--- config.mk ---
export PLATFORM = sky130hd
export DESIGN_NAME = pbw_supervisor
export DESIGN_NICKNAME = d
export VERILOG_FILES = /design/src/pkg/pbw_pkg.sv /design/src/hdl/pbw_supervisor.sv
export SDC_FILE = /design/constraint.sdc
export NUM_CORES = 1
export LEC_CHECK = 0
export ABC_AREA = 1
export BUFFER_PORTS_ARGS = -buffer_cell sky130_fd_sc_hd__buf_4
export CORE_MARGIN = 5
export CORE_UTILIZATION = 40
export CTS_CLUSTER_DIAMETER = 30
export DETAILED_ROUTE_END_ITERATION = 10
export GPL_TIMING_DRIVEN = 0
export PLACE_DENSITY_LB_ADDON = 0.05
export SETUP_SLACK_MARGIN = 0.02
export SLEW_MARGIN = 10
export SYNTH_ARGS = -nofsm -noshare
export SYNTH_HDL_FRONTEND = slang
export SYNTH_SLANG_ARGS = --single-unit
--- constraint.sdc ---
create_clock -name pclk -period 3.48 [get_ports pclk]
set_input_delay 0.696 -clock pclk [delete_from_list [all_inputs] [get_ports pclk]]
set_output_delay 0.696 -clock pclk [all_outputs]
set_load 0.02 [all_outputs]
--- src/pkg/pbw_pkg.sv ---
// constants, field layout and state types of the pushbutton wake/reset supervisor
package pbw_pkg;

	// ****************************************************************
	// timing
	// ****************************************************************
	localparam int CLK_HZ = 50_000_000;
	localparam int TICK_US = 1000;
	localparam int TICK_CYCLES_DEF = (CLK_HZ / 1_000_000) * TICK_US;
	localparam int INT_PULSE_US = 128;
	localparam int INT_PULSE_CYCLES_DEF = (CLK_HZ / 1_000_000) * INT_PULSE_US;
	localparam logic [15:0] WD_TIMEOUT_MS = 16'h36b0;
	localparam logic [15:0] CYCLE_OFF_MS_DEF = 16'h0064;

	// duration tables in milliseconds, four 16-bit entries indexed by a 2-bit select
	localparam logic [63:0] FIRST_MS_TBL = 64'h03e8_01f4_0064_0032;
	localparam logic [63:0] SECOND_MS_TBL = 64'h1388_0bb8_07d0_03e8;
	localparam logic [63:0] LONG_MS_TBL = 64'h36b0_2710_1f40_0fa0;
	localparam logic [63:0] WARN_MS_TBL = 64'h07d0_03e8_01f4_0000;

	// ****************************************************************
	// register map
	// ****************************************************************
	localparam logic [11:0] OFF_BUTTON_CTRL = 12'h000;
	localparam logic [11:0] OFF_DEV_CTRL = 12'h004;
	localparam logic [11:0] OFF_FLAGS = 12'h008;
	localparam logic [11:0] OFF_MASK = 12'h00c;
	localparam logic [11:0] OFF_STATUS = 12'h010;

	localparam int BC_FIRST_LSB = 0;
	localparam int BC_SECOND_LSB = 2;
	localparam int BC_WARN_LSB = 4;
	localparam int BC_LONG_LSB = 6;
	localparam logic [7:0] BUTTON_CTRL_RST = 8'h00;

	localparam int DC_ACTION_LSB = 0;
	localparam int DC_NEEDS_SUPPLY = 2;
	localparam int DC_WD_ENABLE = 3;
	localparam int DC_SOFT_CYCLE = 4;
	localparam int DC_LDO_ENABLE = 5;
	localparam logic [5:0] DEV_CTRL_RST = 6'h00;

	localparam logic [1:0] ACT_POWER_CYCLE = 2'h0;
	localparam int ACT_SHIP_BIT = 1;

	localparam int NFLAGS = 5;
	localparam int FLG_FIRST = 0;
	localparam int FLG_SECOND = 1;
	localparam int FLG_WARN = 2;
	localparam int FLG_INPUT = 3;
	localparam int FLG_EXT = 4;
	localparam logic [NFLAGS-1:0] MASK_RST = 5'h00;

	// ****************************************************************
	// types
	// ****************************************************************
	typedef enum logic [1:0] {MODE_SHIP, MODE_WAKE, MODE_ACTIVE, MODE_CYCLE} pbw_mode_type;

	typedef struct packed {
		logic psel;
		logic penable;
		logic pwrite;
		logic [11:0] paddr;
		logic [31:0] pwdata;
	} pbw_apb_req_type;

	typedef struct packed {
		logic [15:0] first;
		logic [15:0] second;
		logic [15:0] warn;
		logic [15:0] long_ms;
		logic [1:0] action;
	} pbw_press_cfg_type;

	typedef struct packed {
		pbw_mode_type mode;
		logic [15:0] tick_cnt;
		logic [15:0] press_ms;
		pbw_press_cfg_type cfg;
		logic supply_held;
		logic armed;
		logic btn_low_prev;
		logic supply_prev;
		logic ext_prev;
		logic [NFLAGS-1:0] flags;
		logic [NFLAGS-1:0] mask;
		logic [7:0] btn_ctrl;
		logic [5:0] dev_ctrl;
		logic wd_run;
		logic [15:0] wd_ms;
		logic [15:0] off_ms;
		logic [15:0] pulse_cnt;
		logic int_low;
		logic rail;
		logic io_en;
		logic ldo;
		logic ship;
		logic [31:0] prdata;
		logic pready;
		logic pslverr;
	} pbw_state_type;

	// picks one 16-bit millisecond entry from a duration table
	function automatic logic [15:0] pbw_dur_ms(input logic [1:0] sel, input logic [63:0] tbl);
		pbw_dur_ms = tbl[{sel, 4'h0} +: 16];
	endfunction

endpackage

--- src/hdl/pbw_supervisor.sv ---
// pushbutton wake, long-press reset, activity watchdog and interrupt pulse logic with an APB slave
//
// Local design decisions: the APB slave port and the register addresses.
`timescale 1ns/1ps

// How it works
// - without a good input supply, ship mode is left only after the button is held low the first interval
// - button falling in ship mode turns on the I/O supply and starts counting
// - button released early returns to ship mode with rail never powered
// - first interval reached while low powers the rail and optional regulator
// - a good input supply ends ship mode at once
// - after ship exit with button held, events wait for release and new press
// - first interval sets the first flag and sends one pulse
// - second interval sets the second flag and pulse, nothing else
// - flags stay until read; a pulse only when a flag becomes set
// - durations written during a press apply from the next press
// - long press expiry runs the selected action: power cycle, ship, or nothing
// - warning flag and pulse when the remaining time enters the margin
// - action may change during a press, but never into power cycle
// - with supply gating set, power cycle needs good supply the whole press
// - power cycle turns the rail off then on, I/O supply stays on
// - software command bit starts the same power cycle
// - enabled watchdog power-cycles if no bus activity within 14 s of supply
// - watchdog disabled after reset until its enable bit is written
// - interrupt pin is open drain, low for 128 us per event
// - no interrupts before valid start-up, none while the start-up fault input is high
// - masked events give no pulse, also not when later unmasked
// - flags trigger on rising status; input-good flag on both edges
module pbw_supervisor import pbw_pkg::*; #(
	parameter int TICK_CYCLES = TICK_CYCLES_DEF,
	parameter int INT_PULSE_CYCLES = INT_PULSE_CYCLES_DEF,
	parameter logic [15:0] CYCLE_OFF_MS = CYCLE_OFF_MS_DEF
) (
	input wire logic pclk,
	input wire logic presetn,
	input wire logic psel,
	input wire logic penable,
	input wire logic pwrite,
	input wire logic [11:0] paddr,
	input wire logic [31:0] pwdata,
	output logic [31:0] prdata,
	output logic pready,
	output logic pslverr,
	input wire logic pushbutton_in_n,
	input wire logic input_supply_good,
	input wire logic startup_done,
	input wire logic startup_fault,
	input wire logic bus_activity,
	input wire logic ext_status,
	output logic int_o,
	output logic int_oe,
	output logic system_rail_en,
	output logic io_supply_en,
	output logic out_regulator_en,
	output logic ship_mode
);

	// ****************************************************************
	// state
	// ****************************************************************
	pbw_state_type s_reg;
	pbw_state_type s_next;
	pbw_apb_req_type req;
	logic int_zero_reg;

	logic btn_low;
	logic tick;
	logic [15:0] press_inc;
	logic acc_done;
	logic wr_done;
	logic rd_flags;
	logic int_ok;
	logic [NFLAGS-1:0] set_ev;
	logic [NFLAGS-1:0] new_flags;
	logic fire;
	pbw_press_cfg_type cfg_reg_view;

	assign req = '{psel: psel, penable: penable, pwrite: pwrite, paddr: paddr, pwdata: pwdata};
	assign btn_low = ~pushbutton_in_n;
	assign tick = (s_reg.tick_cnt == 16'(TICK_CYCLES - 1));
	assign press_inc = s_reg.press_ms + 16'h0001;
	assign acc_done = req.psel & req.penable & s_reg.pready;
	assign wr_done = acc_done & req.pwrite & ~s_reg.pslverr;
	assign rd_flags = acc_done & ~req.pwrite & (req.paddr == OFF_FLAGS);
	assign int_ok = startup_done & ~startup_fault;

	// true on the tick at which the press count reaches the given duration
	function automatic logic press_hit(input logic [15:0] dur);
		press_hit = btn_low & tick & (press_inc == dur);
	endfunction

	assign cfg_reg_view = '{
		first: pbw_dur_ms(s_reg.btn_ctrl[BC_FIRST_LSB +: 2], FIRST_MS_TBL),
		second: pbw_dur_ms(s_reg.btn_ctrl[BC_SECOND_LSB +: 2], SECOND_MS_TBL),
		warn: pbw_dur_ms(s_reg.btn_ctrl[BC_WARN_LSB +: 2], WARN_MS_TBL),
		long_ms: pbw_dur_ms(s_reg.btn_ctrl[BC_LONG_LSB +: 2], LONG_MS_TBL),
		action: s_reg.dev_ctrl[DC_ACTION_LSB +: 2]
	};

	// ****************************************************************
	// next state
	// ****************************************************************
	always_comb begin
		s_next = s_reg;
		set_ev = '0;
		s_next.btn_low_prev = btn_low;
		s_next.supply_prev = input_supply_good;
		s_next.ext_prev = ext_status;
		s_next.tick_cnt = tick ? 16'h0000 : s_reg.tick_cnt + 16'h0001;

		// press timing; durations latch only while released
		if (!btn_low) begin
			s_next.press_ms = 16'h0000;
			s_next.cfg = cfg_reg_view;
			s_next.supply_held = input_supply_good;
			if (s_reg.mode == MODE_ACTIVE) begin
				s_next.armed = 1'b1;
			end
		end else begin
			if (tick && s_reg.press_ms != 16'hffff) begin
				s_next.press_ms = press_inc;
			end
			if (!input_supply_good) begin
				s_next.supply_held = 1'b0;
			end
			// action may be changed mid-press, except into power cycle
			if (cfg_reg_view.action != ACT_POWER_CYCLE || s_reg.cfg.action == ACT_POWER_CYCLE) begin
				s_next.cfg.action = cfg_reg_view.action;
			end
		end

		// watchdog armed by a supply connecting
		if (input_supply_good && !s_reg.supply_prev && s_reg.dev_ctrl[DC_WD_ENABLE]) begin
			s_next.wd_run = 1'b1;
			s_next.wd_ms = 16'h0000;
		end else if (bus_activity || !input_supply_good || !s_reg.dev_ctrl[DC_WD_ENABLE]) begin
			s_next.wd_run = 1'b0;
		end else if (s_reg.wd_run && tick) begin
			s_next.wd_ms = s_reg.wd_ms + 16'h0001;
		end

		case (s_reg.mode)
			MODE_SHIP: begin
				if (input_supply_good) begin
					s_next.mode = MODE_ACTIVE;
					s_next.armed = ~btn_low;
				end else if (btn_low && !s_reg.btn_low_prev) begin
					s_next.mode = MODE_WAKE;
				end
			end
			MODE_WAKE: begin
				if (input_supply_good) begin
					s_next.mode = MODE_ACTIVE;
					s_next.armed = ~btn_low;
				end else if (!btn_low) begin
					s_next.mode = MODE_SHIP;
				end else if (press_hit(s_reg.cfg.first)) begin
					s_next.mode = MODE_ACTIVE;
					s_next.armed = 1'b0;
				end
			end
			MODE_ACTIVE: begin
				if (s_reg.armed) begin
					set_ev[FLG_FIRST] = press_hit(s_reg.cfg.first);
					set_ev[FLG_SECOND] = press_hit(s_reg.cfg.second);
					set_ev[FLG_WARN] = (s_reg.cfg.warn != 16'h0000) &&
						press_hit(s_reg.cfg.long_ms - s_reg.cfg.warn);
					if (press_hit(s_reg.cfg.long_ms)) begin
						s_next.armed = 1'b0;
						if (s_reg.cfg.action[ACT_SHIP_BIT]) begin
							s_next.mode = MODE_SHIP;
						end else if (s_reg.cfg.action == ACT_POWER_CYCLE &&
							(!s_reg.dev_ctrl[DC_NEEDS_SUPPLY] || s_next.supply_held)) begin
							s_next.mode = MODE_CYCLE;
							s_next.off_ms = 16'h0000;
						end
					end
				end
				if (wr_done && req.paddr == OFF_DEV_CTRL && req.pwdata[DC_SOFT_CYCLE]) begin
					s_next.mode = MODE_CYCLE;
					s_next.off_ms = 16'h0000;
				end
				if (s_reg.wd_run && tick && s_next.wd_ms == WD_TIMEOUT_MS) begin
					s_next.mode = MODE_CYCLE;
					s_next.off_ms = 16'h0000;
					s_next.wd_run = 1'b0;
				end
			end
			MODE_CYCLE: begin
				if (tick) begin
					s_next.off_ms = s_reg.off_ms + 16'h0001;
				end
				if (s_reg.off_ms == CYCLE_OFF_MS) begin
					s_next.mode = MODE_ACTIVE;
				end
			end
			default: begin
				s_next.mode = MODE_ACTIVE;
			end
		endcase

		// supply outputs follow the mode
		s_next.rail = (s_next.mode == MODE_ACTIVE);
		s_next.io_en = (s_next.mode != MODE_SHIP);
		s_next.ldo = s_next.rail & s_reg.dev_ctrl[DC_LDO_ENABLE];
		s_next.ship = (s_next.mode == MODE_SHIP);

		// status edges
		set_ev[FLG_INPUT] = input_supply_good ^ s_reg.supply_prev;
		set_ev[FLG_EXT] = ext_status & ~s_reg.ext_prev;

		// flags: a read clears, a set in the same cycle wins
		new_flags = set_ev & ~s_reg.flags;
		s_next.flags = (rd_flags ? '0 : s_reg.flags) | set_ev;
		fire = int_ok && ((new_flags & ~s_reg.mask) != '0);

		// interrupt pulse, restarted by each new event
		if (fire) begin
			s_next.int_low = 1'b1;
			s_next.pulse_cnt = 16'(INT_PULSE_CYCLES - 1);
		end else if (s_reg.int_low) begin
			if (s_reg.pulse_cnt == 16'h0000) begin
				s_next.int_low = 1'b0;
			end else begin
				s_next.pulse_cnt = s_reg.pulse_cnt - 16'h0001;
			end
		end

		// ************************************************************
		// APB slave: one wait state, answer registered
		// ************************************************************
		s_next.pready = 1'b0;
		s_next.pslverr = 1'b0;
		if (req.psel && req.penable && !s_reg.pready) begin
			s_next.pready = 1'b1;
			s_next.prdata = 32'h0000_0000;
			case (req.paddr)
				OFF_BUTTON_CTRL: s_next.prdata[7:0] = s_reg.btn_ctrl;
				OFF_DEV_CTRL: s_next.prdata[5:0] = s_reg.dev_ctrl;
				OFF_FLAGS: s_next.prdata[NFLAGS-1:0] = s_reg.flags;
				OFF_MASK: s_next.prdata[NFLAGS-1:0] = s_reg.mask;
				OFF_STATUS: s_next.prdata[7:0] = {s_reg.wd_run, s_reg.armed, input_supply_good,
					btn_low, s_reg.rail, s_reg.io_en, s_reg.mode};
				default: s_next.pslverr = 1'b1;
			endcase
		end
		if (wr_done) begin
			case (req.paddr)
				OFF_BUTTON_CTRL: s_next.btn_ctrl = req.pwdata[7:0];
				OFF_DEV_CTRL: begin
					s_next.dev_ctrl = req.pwdata[5:0];
					s_next.dev_ctrl[DC_SOFT_CYCLE] = 1'b0;
				end
				OFF_MASK: s_next.mask = req.pwdata[NFLAGS-1:0];
				default: s_next.mask = s_reg.mask;
			endcase
		end
	end

	// ****************************************************************
	// registers
	// ****************************************************************
	always_ff @(posedge pclk or negedge presetn) begin
		if (!presetn) begin
			s_reg <= '0;
			s_reg.mode <= MODE_ACTIVE;
			s_reg.btn_ctrl <= BUTTON_CTRL_RST;
			s_reg.dev_ctrl <= DEV_CTRL_RST;
			s_reg.mask <= MASK_RST;
			s_reg.supply_held <= 1'b1;
			s_reg.rail <= 1'b1;
			s_reg.io_en <= 1'b1;
			int_zero_reg <= 1'b0;
		end else begin
			s_reg <= s_next;
			int_zero_reg <= 1'b0;
		end
	end

	assign prdata = s_reg.prdata;
	assign pready = s_reg.pready;
	assign pslverr = s_reg.pslverr;
	assign int_o = int_zero_reg;
	assign int_oe = s_reg.int_low;
	assign system_rail_en = s_reg.rail;
	assign io_supply_en = s_reg.io_en;
	assign out_regulator_en = s_reg.ldo;
	assign ship_mode = s_reg.ship;

	// ****************************************************************
	// assertions
	// ****************************************************************
	logic [15:0] low_len_reg;
	always_ff @(posedge pclk or negedge presetn) begin
		if (!presetn) begin
			low_len_reg <= 16'h0000;
		end else begin
			low_len_reg <= int_oe ? low_len_reg + 16'h0001 : 16'h0000;
		end
	end

	property p_pulse_width;
		@(posedge pclk) disable iff (!presetn)
		(int_oe && !fire && s_reg.pulse_cnt == 16'h0000) |=> !int_oe;
	endproperty
	a_pulse_width: assert property (p_pulse_width) else $error("interrupt pulse did not end");

	property p_pulse_len;
		@(posedge pclk) disable iff (!presetn)
		$fell(int_oe) |-> ($past(low_len_reg) >= 16'(INT_PULSE_CYCLES - 1));
	endproperty
	a_pulse_len: assert property (p_pulse_len) else $error("interrupt pulse too short");

	property p_wake_start;
		@(posedge pclk) disable iff (!presetn)
		(s_reg.mode == MODE_SHIP && btn_low && !s_reg.btn_low_prev && !input_supply_good)
			|=> (io_supply_en && !system_rail_en && s_reg.mode == MODE_WAKE);
	endproperty
	a_wake_start: assert property (p_wake_start) else $error("wake did not start");

	property p_wake_abort;
		@(posedge pclk) disable iff (!presetn)
		(s_reg.mode == MODE_WAKE && !btn_low && !input_supply_good) |=> (ship_mode && !system_rail_en);
	endproperty
	a_wake_abort: assert property (p_wake_abort) else $error("early release did not return to ship");

	property p_supply_exit;
		@(posedge pclk) disable iff (!presetn)
		(s_reg.mode inside {MODE_SHIP, MODE_WAKE} && input_supply_good) |=> (system_rail_en && !ship_mode);
	endproperty
	a_supply_exit: assert property (p_supply_exit) else $error("supply did not end ship mode");

	property p_no_int_early;
		@(posedge pclk) disable iff (!presetn)
		(!int_ok && !int_oe) |=> !int_oe;
	endproperty
	a_no_int_early: assert property (p_no_int_early) else $error("interrupt before valid start-up");

	property p_cycle_io;
		@(posedge pclk) disable iff (!presetn)
		(s_reg.mode == MODE_CYCLE) |-> (io_supply_en && !system_rail_en);
	endproperty
	a_cycle_io: assert property (p_cycle_io) else $error("power cycle state wrong");

	property p_soft_cycle;
		@(posedge pclk) disable iff (!presetn)
		(s_reg.mode == MODE_ACTIVE && wr_done && req.paddr == OFF_DEV_CTRL && req.pwdata[DC_SOFT_CYCLE])
			|=> (!system_rail_en ##1 !system_rail_en);
	endproperty
	a_soft_cycle: assert property (p_soft_cycle) else $error("soft command did not cycle rail");

	property p_first_int;
		@(posedge pclk) disable iff (!presetn)
		(set_ev[FLG_FIRST] && !s_reg.flags[FLG_FIRST] && !s_reg.mask[FLG_FIRST] && int_ok)
			|=> (int_oe && s_reg.flags[FLG_FIRST]);
	endproperty
	a_first_int: assert property (p_first_int) else $error("first flag event gave no pulse");

	property p_masked_silent;
		@(posedge pclk) disable iff (!presetn)
		(!int_oe && ((set_ev & ~s_reg.flags & ~s_reg.mask) == '0)) |=> !int_oe;
	endproperty
	a_masked_silent: assert property (p_masked_silent) else $error("pulse without unmasked new flag");

	property p_flag_sticky;
		@(posedge pclk) disable iff (!presetn)
		(s_reg.flags[FLG_SECOND] && !rd_flags) |=> s_reg.flags[FLG_SECOND];
	endproperty
	a_flag_sticky: assert property (p_flag_sticky) else $error("flag dropped without read");

	c_wake_exit: cover property (@(posedge pclk) disable iff (!presetn)
		s_reg.mode == MODE_WAKE ##1 s_reg.mode == MODE_ACTIVE);
	c_long_cycle: cover property (@(posedge pclk) disable iff (!presetn)
		s_reg.mode == MODE_ACTIVE && s_next.mode == MODE_CYCLE && btn_low);
	c_int_pulse: cover property (@(posedge pclk) disable iff (!presetn) $fell(int_oe));

endmodule

### Yosys cells after proc, flatten, opt, wreduce, memory -nomap -nowiden

Index checks and enable logic that the tools add are counted.

| storage, ports and cells | value |
|---|---|
| output and inout port bits | 40 |
| bits of input ports | 55 |
| register bits after elaboration | 192 |
| logic and storage cells | 182 |

| operators by class | value |
|---|---|
| equal/unequal tests | 22 |
| bitwise operators | 25 |
| shifts and indexed selects | 4 |
| reductions and logical operators | 42 |
| muxes and demuxes | 54 |
| $add $sub $neg | 6 |

Operator list:

| cell | count |
|---|---|
| variable part select 64 x 7 -> 16 bit (first input constant) | 4 |
| two-way mux 16 bit | 13 |
| adder 16 x 1 -> 16 bit (second input constant) | 4 |
| == test 16 bit | 4 |
| two-way mux 17 bit | 3 |
| case mux 16 bit (2 select lines) | 1 |
| two-way mux 2 bit | 14 |
| case mux 5 bit (5 select lines) | 1 |
| == test 12 x 4 -> 1 bit (second input constant) | 2 |
| == test 16 x 14 -> 1 bit (second input constant) | 1 |
| == test 16 bit (second input constant) | 1 |
| == test 16 x 7 -> 1 bit (second input constant) | 1 |
| logical NOT 16 bit | 1 |
| != test 16 bit (second input constant) | 1 |
| nonzero test 16 bit | 1 |
| subtractor 16 x 1 -> 16 bit (second input constant) | 1 |
| subtractor 16 bit | 1 |
| AND 1 bit | 14 |
| two-way mux 1 bit | 14 |
| logical AND 1 bit | 13 |
| == test 12 x 3 -> 1 bit (second input constant) | 1 |
| == test 12 x 5 -> 1 bit (second input constant) | 1 |
| logical NOT 12 bit | 1 |
| nonzero test 2 bit | 6 |
| other kinds (22) | 49 |

### Logic depth before layout (Yosys ltp)

Gate-level depths: netlist (run 1).

| logic depth | value |
|---|---|
| depth after elaboration | 15 |
| mapped depth | 21 |
| gate-level depth less buffers | 20 |

### Worst setup path before layout (run 1)

Ideal clock, no wire load.

| path | value |
|---|---|
| path type | input port to flip-flop |
| start point | input input_supply_good |
| end point | register s_reg[63] (netlist bit) |
| library setup time | 0.120 ns |
| path slack | 1.007 ns |
| required time | 3.360 ns |
| cell stages on the path | 16 |
| arrival | 2.353 ns |
| path buffers | 3 |
| cells stage by stage | buf_4 nand3_4 nor2_4 buf_4 nand4_1 nand3_1 nand3_1 nor2_1 nand3_1 nor2_1 nand2_1 nand3_2 buf_6 nand3_1 o21ai_0 nor2_1 |

| between the ends | value |
|---|---|
| cells in the longest elaborated chain, start to end | 9 |
| elaborated cells on any way between the ends | 20 |
| classes of those cells | eq/ne (5); mux (6); reduce/logical (9) |

Ends and longest elaborated chain:

| what | line | text |
|---|---|---|
| start, declared | pbw_supervisor.sv:45 | `input wire logic input_supply_good,` |
| logical NOT 1 bit | pbw_supervisor.sv:136 | `end else if (bus_activity \|\| !input_supply_good \|\| !s_reg.dev_ctrl[DC_WD_ENABLE]) begin` |
| logical OR 1 bit (2 in series) | pbw_supervisor.sv:136 |  |
| two-way mux 16 bit | pbw_supervisor.sv:136 |  |
| two-way mux 17 bit | pbw_supervisor.sv:133 | `if (input_supply_good && !s_reg.supply_prev && s_reg.dev_ctrl[DC_WD_ENABLE]) begin` |
| == test 16 x 14 -> 1 bit | pbw_supervisor.sv:183 | `if (s_reg.wd_run && tick && s_next.wd_ms == WD_TIMEOUT_MS) begin` |
| logical AND 1 bit | pbw_supervisor.sv:183 |  |
| != test 4 x 1 -> 1 bit (no source line) (tied with other cells) | - |  |
| AND reduction 6 bit (no source line) or case mux 16 bit (2 select lines) (tied branches) | - |  |
| end signal, assigned | pbw_supervisor.sv:275 | `s_reg <= s_next;` |
| end, declared | pbw_supervisor.sv:61 | `pbw_state_type s_reg;` |

Parallel ways exist; a longest one is shown, timed or not.
A chain may end at the register's enable or synchronous reset.

### Worst setup path after layout (run 1)

| path | value |
|---|---|
| start point | register s_reg[183] (netlist bit) |
| end point | register s_reg[62] (netlist bit) |

| between the ends | value |
|---|---|
| cells in the longest elaborated chain, start to end | 5 |

Ends and longest elaborated chain:

| what | line | text |
|---|---|---|
| adder 16 x 1 -> 16 bit | pbw_supervisor.sv:81 | `assign press_inc = s_reg.press_ms + 16'h0001;` |
| == test 16 bit | pbw_supervisor.sv:89 | `press_hit = btn_low & tick & (press_inc == dur);` |
| AND 1 bit | pbw_supervisor.sv:89 |  |
| != test 4 x 1 -> 1 bit (no source line) | - |  |
| AND reduction 6 bit (no source line) | - |  |

No other way between the ends.

==> impl_summary.log, run 1 <==
[metrics] result of the run: completed
[metrics] post-cts gate resize count: 0
[metrics] Yosys reg bits: approximately 160
[metrics] Rows: between 50 and 60
[metrics] height of the die: between 150 and 200 µm
[metrics] Residual DRC: 0
[metrics] Worst R2R Path Depth: 17
[metrics] critical path start-end classification: reg -> reg
[metrics] Sequential cell area: about 0.004 mm²
[metrics] power after layout: around 4.6 mW
[metrics] Maximum Capacitance Violations: 0
[metrics] busiest grt layer: met2
[metrics] top flip-flop cell by instance count after synthesis: dfrtp_1
[metrics] routed len/inst: 15.3 µm
[metrics] minimum period implied by the final worst setup slack: 3130 ps
[metrics] met1 GRT Util: roughly 29%
[metrics] Setup crit end kind: register
[metrics] area of combinational cells with multiple inputs: about 0.0052 mm²
[metrics] Area growth syn-to-layout: 14.3%
[metrics] synthesized instance count: roughly 1400
[metrics] setup-violating endpoint count in the final report: 0
[metrics] drt first-iter violations: a little over 500
[metrics] Skew-Pair Late Insertion Delay: about 430 ps
[metrics] remaining antenna violation count: 0
[metrics] Setup Slack @ Placement: approximately 250 ps
[metrics] effective utilization at floorplan: between 40 and 50%
[metrics] pin count of the biggest net entering global routing: roughly 110
[metrics] pwr/cell area: 393 mW/mm²
[metrics] clock tree from TritonCTS: done
[metrics] required time of the critical path: 3800 ps
[metrics] die outline width: about 170 µm
[metrics] relative max-transition margin: 45.8%
[metrics] count of inserted antenna diode cells: 0
[metrics] fraction of layout cells with a size suffix above 1: around 12%
[metrics] nets@finish: around 1600
[metrics] distinct cell type count of the synthesized netlist: 51
[metrics] total number of vias: slightly above 9000
[metrics] type of element launching the critical path: register
[metrics] met2 track demand over resource: 32.2%
[metrics] number of buffer cells added on primary ports: 45
[metrics] initial antenna violation count: 0
[metrics] sequential cell area fraction in the yosys report: 37.9%
[metrics] Synth warnings: 0
[metrics] Routed WL: roughly 29000 µm
[metrics] area of the mapped netlist: ~0.010 mm²
[metrics] post-layout instance area: 0.0117 mm²
[metrics] Final Hold Vio Count: 0
[metrics] Hold/Removal Path Class: in -> async
[metrics] CTS Hold Buffers Added: 0
[metrics] unrepaired setup endpoints after global routing: false
[metrics] highest clock rate: roughly 320 MHz
[metrics] clock transition time at the flip-flop clock pins of the worst setup and hold paths: roughly 70 ps
[metrics] Slew Limit Fails: 0
[metrics] Inserted Clock Buffers: 17
[metrics] Least-Margin Pin Slew: just over 800 ps
[metrics] All-Layer GR Usage: approximately 20%
[metrics] top fanout value on the critical path: 10
[metrics] Final Non-Filler Cells: between 1500 and 2000
[metrics] filler instances: approximately 2600
[metrics] leak pwr: 5.68 nW
[metrics] worst supply voltage drop on vdd: roughly 0.33 mV
[metrics] placeable core area: around 0.025 mm²
[metrics] ratio of final minimum period to clock period: 89.8%
[metrics] Placed Instances: around 1800
[metrics] first-pass GRT wire length: approximately 47000 µm
[metrics] ys async rst share: 100%
[metrics] io pins: between 90 and 100
[metrics] GR Overflow Total: 0
[metrics] worst setup skew after layout: ~14 ps
[metrics] arrival time at the worst endpoint: about 3500 ps
[metrics] number of flip-flops in the largest register: between 100 and 150
[metrics] routing usage on met3: ~3.6%
[metrics] dpl hpwl: 22200 µm
[metrics] number of clock sinks: 155
[metrics] global placement routability congestion: between 0.8 and 0.9
[metrics] clk buf depth: 2
[metrics] count of H-tree levels built during CTS: 4
[metrics] placed inst area: around 0.011 mm²
[metrics] via density per instance: just under 5
[metrics] setup TNS: 0 ps
[metrics] final critical-path setup slack: 354 ps
[metrics] number of global-route vias before repair: about 8900
[metrics] synthesized area per cell: 7.11 µm²
[metrics] post-CTS setup repair buffer count: 0
[metrics] clock tree root driver cell: clkbuf_16
[metrics] area of the die: 0.0289 mm²
[metrics] DRT Pass-1 Iters: 5
[metrics] number of flops mapped to enable cells by yosys: 0
metrics by stage:
stage               hold WS, ps  utilization, %
CTS                         179            46.5
finish                      165            46.5
global route                182            46.5
detailed placement          442            44.2
global placement            438            44.1
floorplan                   400               -
layout make-up:
cell class                 count  area share (%)
timing repair buffer          46            3.18
buffer                        54            3.02
tap                          330            3.52
clock buffer                  20            3.90
clock inverter                12            1.12
multi-input combinational   1029            44.8
sequential                   155            33.1
inverter                     228            7.30
synthesized netlist by cell type, drive strengths merged (2+ instances only):
| cell type | n | area (µm²) |
|---|---|---|
| o221ai | 3 | 26.3 |
| nand4 | 38 | 238 |
| a211oi | 2 | 15.0 |
| inv | 227 | 852 |
| nor3 | 31 | 165 |
| ha | 29 | 363 |
| dfrtp | 151 | 3780 |
| nor4 | 15 | 93.8 |
| nand3 | 128 | 716 |
| xnor2 | 12 | 105 |
| o2111ai | 2 | 17.5 |
| clkbuf | 13 | 48.8 |
| nor2 | 211 | 902 |
| and3 | 3 | 18.8 |
| a21oi | 26 | 134 |
| a31oi | 3 | 18.8 |
| o21a | 2 | 15.0 |
| xor2 | 29 | 254 |
| o22ai | 23 | 144 |
| o211ai | 5 | 47.5 |
| buf | 41 | 305 |
| o21ai | 71 | 355 |
| a21boi | 3 | 22.5 |
| nand2 | 353 | 1370 |
| dfstp | 4 | 105 |
| nand3b | 3 | 22.5 |
| o21bai | 3 | 22.5 |
cells by family (layout without fill, tap and decap cells):
logic type               count (synthesis)  after routing  share of synthesized area [%]
AO/OA/AOI/OAI                          149            149                           8.51
other                                    1             25                         0.0366
adder cells (fa/ha/maj)                 29             29                           3.54
multiplexers                             1              1                          0.110
buffers and inverters                  282            360                           11.8
AND/OR/NAND/NOR                        783            783                           34.4
flip-flops                             155            155                           37.9
XOR/XNOR                                42             42                           3.72
cells in the final DEF (no fill, tap or decap), types with 3 or more instances in the layout:
| master | n |
|---|---|
| nand2_1 | 337 |
| inv_1 | 218 |
| nor2_1 | 187 |
| dfrtp_1 | 151 |
| nand3_1 | 116 |
| buf_4 | 80 |
| o21ai_0 | 64 |
| nand4_1 | 38 |
| nor3_1 | 29 |
| xor2_1 | 29 |
| ha_1 | 29 |
| a21oi_1 | 25 |
| conb_1 | 25 |
| o22ai_1 | 23 |
| clkbuf_16 | 17 |
| nand2_2 | 16 |
| nor4_1 | 15 |
| nor2_2 | 14 |
| clkbuf_1 | 14 |
| xnor2_1 | 12 |
| nor2_4 | 10 |
| nand3_2 | 10 |
| inv_2 | 9 |
| o21ai_1 | 7 |
| dfstp_2 | 4 |
| o21bai_1 | 3 |
| nand3b_1 | 3 |
| a21boi_0 | 3 |
| and3_1 | 3 |
| o221ai_1 | 3 |
| o211ai_1 | 3 |
| a31oi_1 | 3 |
| clkinvlp_4 | 3 |
| inv_6 | 3 |
report_power, final:
group          total (mW)  switching [mW]  internal [mW]
Combinational       0.753           0.505          0.249
Clock                1.90           0.851           1.05
Sequential           1.95          0.0616           1.89
Total                4.60            1.42           3.18
path summary, 6_finish.rpt:
| path | slack (ps) | to | startpoint |
|---|---|---|---|
| setup reg to reg | 350 | s_reg[62] | s_reg[183] |
| setup / recovery | 350 | s_reg[62] | s_reg[183] |
| hold / removal | 160 | s_reg[210] | presetn |
| max in group asynchronous | 2400 | s_reg[172] | presetn |
| min in group pclk | 390 | s_reg[112] | ext_status |
| hold reg to reg | 450 | s_reg[118] | cfg_reg_view[0] |
critical path, cell delays in order, from the launching register on:
cell and delay [ps]:
dfrtp_1 520, ha_1 270, nand2_2 120, nor2_4 170
nand2_2 90, o21ai_1 130, nand2_1 130, nor2_4 260
nand3_1 110, nor2_1 300, nand4_1 150, nand2_1 100
inv_1 50, nand3_2 100, buf_6 160, nand3_1 90
o21ai_0 200, nor2_1 60
per-layer routing:
| metal | up-vias | wire length [µm] | part of all wire, % |
|---|---|---|---|
| met5 | - | 0 | 0 |
| met2 | 193 | 13200 | 46 |
| met4 | 0 | 401 | 1.4 |
| met3 | 26 | 1300 | 4.5 |
| met1 | 4293 | 13800 | 48 |
| li1 | 4752 | - | - |
(Power assumes the default switching activity.)
==> inputs of run 2 (changes only) <==
- REMOVE_ABC_BUFFERS: default -> 1
==> run 2 against run 1 <==
Net effect: non-clock buffer count decreased by 53; combinational power decreased by 10%; register-to-register slack worse by 50 ps; maximum frequency fell by 1.6%; final cell count shrank 2.8%; via count is 1.1% lower; critical path type unchanged; critical endpoint is now s_reg[40]; largest cell class unchanged; highest routed layer unchanged.
==> impl_summary.log, run 2 (synthesis gave the netlist of run 1 again) <==
[metrics] result of the run: completed
[metrics] commonest cells after routing, fill and taps aside: nand2_1 (337), inv_1 (218), nor2_1 (186)
[metrics] Area growth syn-to-layout: 11.2%
[metrics] Hold/Removal Path Class: in -> async
[metrics] Slew Limit Fails: 0
[metrics] post-CTS setup repair buffer count: 0
[metrics] FF-to-FF End: s_reg[40]
[metrics] number of buffer cells added on primary ports: 45
[metrics] Skew-Pair Late Insertion Delay: between 400 and 500 ps
[metrics] arrival time at the worst endpoint: 3480 ps
[metrics] Final Hold Vio Count: 0
[metrics] DRT Pass-1 Iters: 5
[metrics] Least-Margin Pin Slew: 892 ps
[metrics] area of the die: between 0.02 and 0.03 mm²
[metrics] total number of vias: a little over 9000
[metrics] highest clock rate: 315 MHz
[metrics] top fanout value on the critical path: 11
[metrics] leak pwr: 5.48 nW
[metrics] relative max-transition margin: 40.6%
[metrics] launch point of the worst path: s_reg[126]
[metrics] count of inserted antenna diode cells: 0
[metrics] Reg-to-Reg Start: s_reg[126]
[metrics] count of H-tree levels built during CTS: 4
[metrics] most frequent standard cell in the layout excluding fill and tap cells: nand2_1
[metrics] clk buf depth: 2
[metrics] Routed WL: ~29000 µm
[metrics] register-to-register setup slack: between 300 and 400 ps
[metrics] Residual DRC: 0
[metrics] pin count of the biggest net entering global routing: between 70 and 80
[metrics] number of clock sinks: 155
[metrics] setup TNS: 0 ps
[metrics] die outline width: about 170 µm
[metrics] pwr/cell area: 403 mW/mm²
[metrics] height of the die: between 150 and 200 µm
[metrics] worst supply voltage drop on vdd: between 0.2 and 0.3 mV
[metrics] Final Non-Filler Cells: ~1800
[metrics] unrepaired setup endpoints after global routing: false
[metrics] remaining antenna violation count: 0
[metrics] first-pass GRT wire length: 46800 µm
[metrics] placeable core area: ~0.025 mm²
[metrics] dpl hpwl: about 22000 µm
[metrics] effective utilization at floorplan: between 40 and 50%
[metrics] ratio of final minimum period to clock period: roughly nine tenths
[metrics] number of global-route vias before repair: just under 9000
[metrics] setup-violating endpoint count in the final report: 0
[metrics] Worst R2R Path Depth: 15
[metrics] clock tree root driver cell: clkbuf_16
[metrics] nets@finish: 1562
[metrics] via density per instance: approximately 5.0
[metrics] clock tree from TritonCTS: done
[metrics] number of flip-flops in the largest register: 138
[metrics] worst setup skew after layout: about 15 ps
[metrics] Setup crit end kind: register
[metrics] global placement routability congestion: roughly 0.9
[metrics] initial antenna violation count: 0
[metrics] type of element launching the critical path: register
[metrics] fraction of the core area covered by cells at the end of the flow: a little under half
[metrics] minimum period implied by the final worst setup slack: about 3200 ps
[metrics] filler instances: approximately 2600
[metrics] power after layout: about 4.6 mW
[metrics] required time of the critical path: 3780 ps
[metrics] fraction of layout cells with a size suffix above 1: 10.3%
[metrics] Inserted Clock Buffers: 17
[metrics] drt first-iter violations: approximately 650
[metrics] Placed Instances: ~1800
[metrics] Worst Setup EP: s_reg[40]
[metrics] clock transition time at the flip-flop clock pins of the worst setup and hold paths: around 80 ps
[metrics] Rows: 58
[metrics] GR Overflow Total: 0
[metrics] area of combinational cells with multiple inputs: between 0.005 and 0.006 mm²
[metrics] routed len/inst: roughly 16 µm
[metrics] All-Layer GR Usage: 20.2%
[metrics] Maximum Capacitance Violations: 0
[metrics] critical path start-end classification: reg -> reg
[metrics] Sequential cell area: roughly 0.004 mm²
[metrics] io pins: 95
[metrics] worst hold slack after final layout: 240 ps
[run 2: cell count changes in the layout (fill, tap and decap cells not counted), sizes merged]
cell and delta:
inv +4, buf -40, clkbuf -15, clkinvlp -2
[run 2: metal layers]
metal	GRT usage [%]	up-vias	share of wire, %
li1	-	4657	-
met1	27.7	4272	47
met2	33.2	193	47
met3	3.14	43	3.4
met4	5.90	0	2.0
met5	0	-	0
[run 2: critical path, stage by stage (launching register included)]
cell and delay, ps:
dfrtp_1 450, ha_1 390, nand2_1 80, inv_1 50
nand4_1 60, nand3_1 110, nand2_1 80, nand2_1 70
a21boi_0 440, nand3_1 230, nand3_1 170, nor2_1 60
nand3_1 180, nor2_1 130, o21ai_2 450, nand2_1 90
[run 2: stage by stage]
step                      setup WS (ps)  instance area [µm²]
after global routing               51.0                11400
after floorplan                     935                 9990
after detailed placement           -174                10800
after CTS                          38.4                11400
final                               303                11400
after global placement             -184                10700
[run 2: area by class of cell]
cell class | count | share of cell area (%)
timing repair buffer | 47 | 3.37
sequential | 155 | 34.1
tap | 330 | 3.62
multi-input combinational | 1029 | 46.1
clock inverter | 14 | 1.46
inverter | 228 | 7.51
clock buffer | 18 | 3.85
[run 2: timing repair]
action | CTS | global route
hold buffers | 0 | 0
resized for setup | 0 | 2
endpoints found under the hold margin | 0 | 0
endpoints found under the setup margin | 0 | 13
[run 2: power by group]
| group | switching [mW] | leakage (nW) | internal, mW | total, mW |
|---|---|---|---|---|
| Sequential | 0.0724 | 1.90 | 1.89 | 1.96 |
| Combinational | 0.478 | 3.28 | 0.199 | 0.677 |
| Clock | 0.910 | 0.297 | 1.05 | 1.96 |
[run 2: worst min path at each step]
stage                     slack (ps)               to        from  depth (start not counted)
after floorplan                  400  cfg_reg_view[0]     presetn                          0
after CTS                        280       s_reg[200]     presetn                          1
after global routing             290       s_reg[200]     presetn                          1
final                            240       s_reg[200]     presetn                          1
after global placement           450       s_reg[214]  s_reg[214]                          1
after detailed placement         450       s_reg[199]  s_reg[199]                          1
==> inputs of run 3 (changes only) <==
- CORE_MARGIN: 5 -> 2
==> run 3 against run 2 <==
Net effect: combinational power is essentially flat; cell area shrank 0.19%; sequential cell count is the same; global-route usage grew 1.6 points; power shrank 2.5%; count of clock-buffer cells in the layout shrank 1; register-to-register slack gained 60 ps; critical endpoint is now s_reg[57]; highest routed layer unchanged.
==> impl_summary.log, run 3 (synthesis gave the netlist of run 1 again) <==
[metrics] minimum period implied by the final worst setup slack: between 3000 and 4000 ps
[metrics] Slowest-stage cell, CP: dfrtp_1
[metrics] total number of vias: ~9100
[metrics] Maximum Capacitance Violations: 0
[metrics] effective utilization at floorplan: between 40% and 50%
[metrics] io pins: 95
[metrics] area of combinational cells with multiple inputs: approximately 0.0053 mm²
[metrics] initial antenna violation count: 0
[metrics] Skew-Pair Late Insertion Delay: between 400 and 500 ps
[metrics] arrival time at the worst endpoint: approximately 3400 ps
[metrics] most frequent standard cell in the layout excluding fill and tap cells: nand2_1
[metrics] Routed WL: ~28000 µm
[metrics] GR Overflow Total: 0
[metrics] cell repeated most along the worst path: nand2_1
[metrics] top fanout value on the critical path: 13
[metrics] dpl hpwl: about 21000 µm
[metrics] post-layout instance area: 0.0114 mm²
[metrics] leak pwr: about 5.4 nW
[metrics] critical path start-end classification: reg -> reg
[metrics] Worst R2R Path Depth: 16
[metrics] critical path, cell by cell: ha_1 -> nand2_2 -> nor2_4 -> nand3_1 -> nand2_1 -> nand2_2 -> nand2_1 -> nand2_1 -> nor3_2 -> nand4_1 -> nand2_1 -> inv_1 -> nand3_2 -> nand2_1 -> nand2_1 -> nor2_1
[metrics] FF-to-FF End: s_reg[57]
[metrics] Slew Limit Fails: 0
[metrics] routed len/inst: approximately 15 µm
[metrics] Area growth syn-to-layout: 11.0%
[metrics] number of global-route vias before repair: just under 9000
[metrics] global placement routability congestion: between 0.8 and 0.9
[metrics] register-to-register setup slack: about 370 ps
[metrics] number of clock sinks: approximately 160
[metrics] Residual DRC: 0
[metrics] die outline width: about 160 µm
[metrics] number of buffer cells added on primary ports: 45
[metrics] DRT Pass-1 Iters: 7
[metrics] pin count of the biggest net entering global routing: 96
[metrics] launch point of the worst path: s_reg[183]
[metrics] height of the die: around 160 µm
[metrics] post-CTS setup repair buffer count: 0
[metrics] Hold/Removal Path Class: in -> async
[metrics] drt first-iter violations: just over 500
[metrics] via density per instance: about 5.0
[metrics] Final Hold Vio Count: 0
[metrics] clock transition time at the flip-flop clock pins of the worst setup and hold paths: about 80 ps
[metrics] pwr/cell area: slightly below 400 mW/mm²
[metrics] worst setup skew after layout: ~17 ps
[metrics] Least-Margin Pin Slew: 886 ps
[metrics] relative max-transition margin: about two fifths
[metrics] placed inst area: roughly 0.011 mm²
[metrics] Inserted Clock Buffers: 17
[metrics] clk buf depth: 2
[metrics] nets@finish: around 1600
[metrics] area of the die: 0.0269 mm²
[metrics] unrepaired setup endpoints after global routing: false
[metrics] ratio of final minimum period to clock period: between 80% and 90%
[metrics] Rows: between 50 and 60
[metrics] clock tree root driver cell: clkbuf_16
[metrics] Reg-to-Reg Start: s_reg[183]
[metrics] remaining antenna violation count: 0
[metrics] highest clock rate: 321 MHz
[metrics] type of element launching the critical path: register
[metrics] placeable core area: about 0.025 mm²
[metrics] delay of the slowest critical-path stage: 530 ps
[metrics] filler instances: roughly 2600
[metrics] result of the run: completed
[metrics] Sequential cell area: 0.00388 mm²
[metrics] Setup crit end kind: register
[metrics] number of flip-flops in the largest register: roughly 140
[metrics] required time of the critical path: 3800 ps
[metrics] setup-violating endpoint count in the final report: 0
[metrics] power after layout: approximately 4.5 mW
[metrics] fraction of layout cells with a size suffix above 1: around a tenth
[metrics] clock tree from TritonCTS: done
[metrics] commonest cells after routing, fill and taps aside: nand2_1 (337), inv_1 (217), nor2_1 (186)
[metrics] worst supply voltage drop on vdd: between 0.3 and 0.4 mV
[metrics] All-Layer GR Usage: a little over a fifth
[metrics] count of inserted antenna diode cells: 0
[metrics] first-pass GRT wire length: 45800 µm
[metrics] count of H-tree levels built during CTS: 4
## run 3: cell count changes in the layout (fill, tap and decap cells not counted)
cell	previous run	this run
clkinvlp_4	1	5
clkinv_4	0	2
inv_6	4	2
buf_4	44	45
buf_6	1	0
bufinv_16	1	0
clkbuf_8	1	0
clkinv_2	1	0
inv_1	218	217
nor2_2	15	14
nor2_4	10	11
## run 3: critical path: cells and delay by family, from the launching register on
family	cells	cell delay, ps
flops	1	530
simple gates	14	2160
buf+inv	1	60
fa+ha+maj	1	260
## run 3: worst max-delay path by stage
stage / to / cells past startpoint
final: s_reg[57] / 16
after global routing: s_reg[57] / 16
after CTS: s_reg[44] / 13
after detailed placement: s_reg[44] / 11
after global placement: s_reg[50] / 12
after floorplan: int_oe / 15
## run 3: layout make-up
| cell class | count | share of cell area [%] |
|---|---|---|
| Timing Repair Buffer | 47 | 3.34 |
| Inverter | 228 | 7.55 |
| Clock buffer | 17 | 3.74 |
| Sequential cell | 155 | 34.1 |
| Tap cell | 330 | 3.63 |
| Multi-Input combinational cell | 1029 | 46.3 |
| Clock inverter | 15 | 1.35 |
## run 3: through the flow
| stage | hold slack (ps) | setup WS [ps] | util, % | TNS (ps) | std cells |
|---|---|---|---|---|---|
| 5_1_grt | 236 | 44.2 | 45.2 | 0 | 1821 |
| 4_1_cts | 206 | 89.7 | 45.1 | 0 | 1821 |
| 2_1_floorplan | 400 | 935 | - | 0 | 1412 |
| 3_5_place_dp | 455 | -186 | 42.8 | -2830 | 1789 |
| 6_report | 205 | 367 | 45.2 | 0 | 1821 |
| 3_3_place_gp | 452 | -134 | 42.6 | -2390 | 1787 |
## run 3: power breakdown
group / internal, mW / switching, mW / total (mW) / leakage [nW]
combinational: 0.198 / 0.475 / 0.674 / 3.28
clock: 0.955 / 0.898 / 1.85 / 0.271
sequential: 1.89 / 0.0689 / 1.96 / 1.90
total: 3.04 / 1.44 / 4.48 / 5.45
## run 3: routing by layer
layer	GRT usage, %	vias to the layer above	wire [µm]
met5	0	-	0
met4	6.10	0	360
met3	2.78	30	783
met2	35.7	160	13200
met1	30.2	4223	13500
li1	-	4645	-
## run 3: timing repair
item,CTS,global route
gates resized for setup,0,4
hold buffers,0,0
endpoints found under the setup margin,0,17
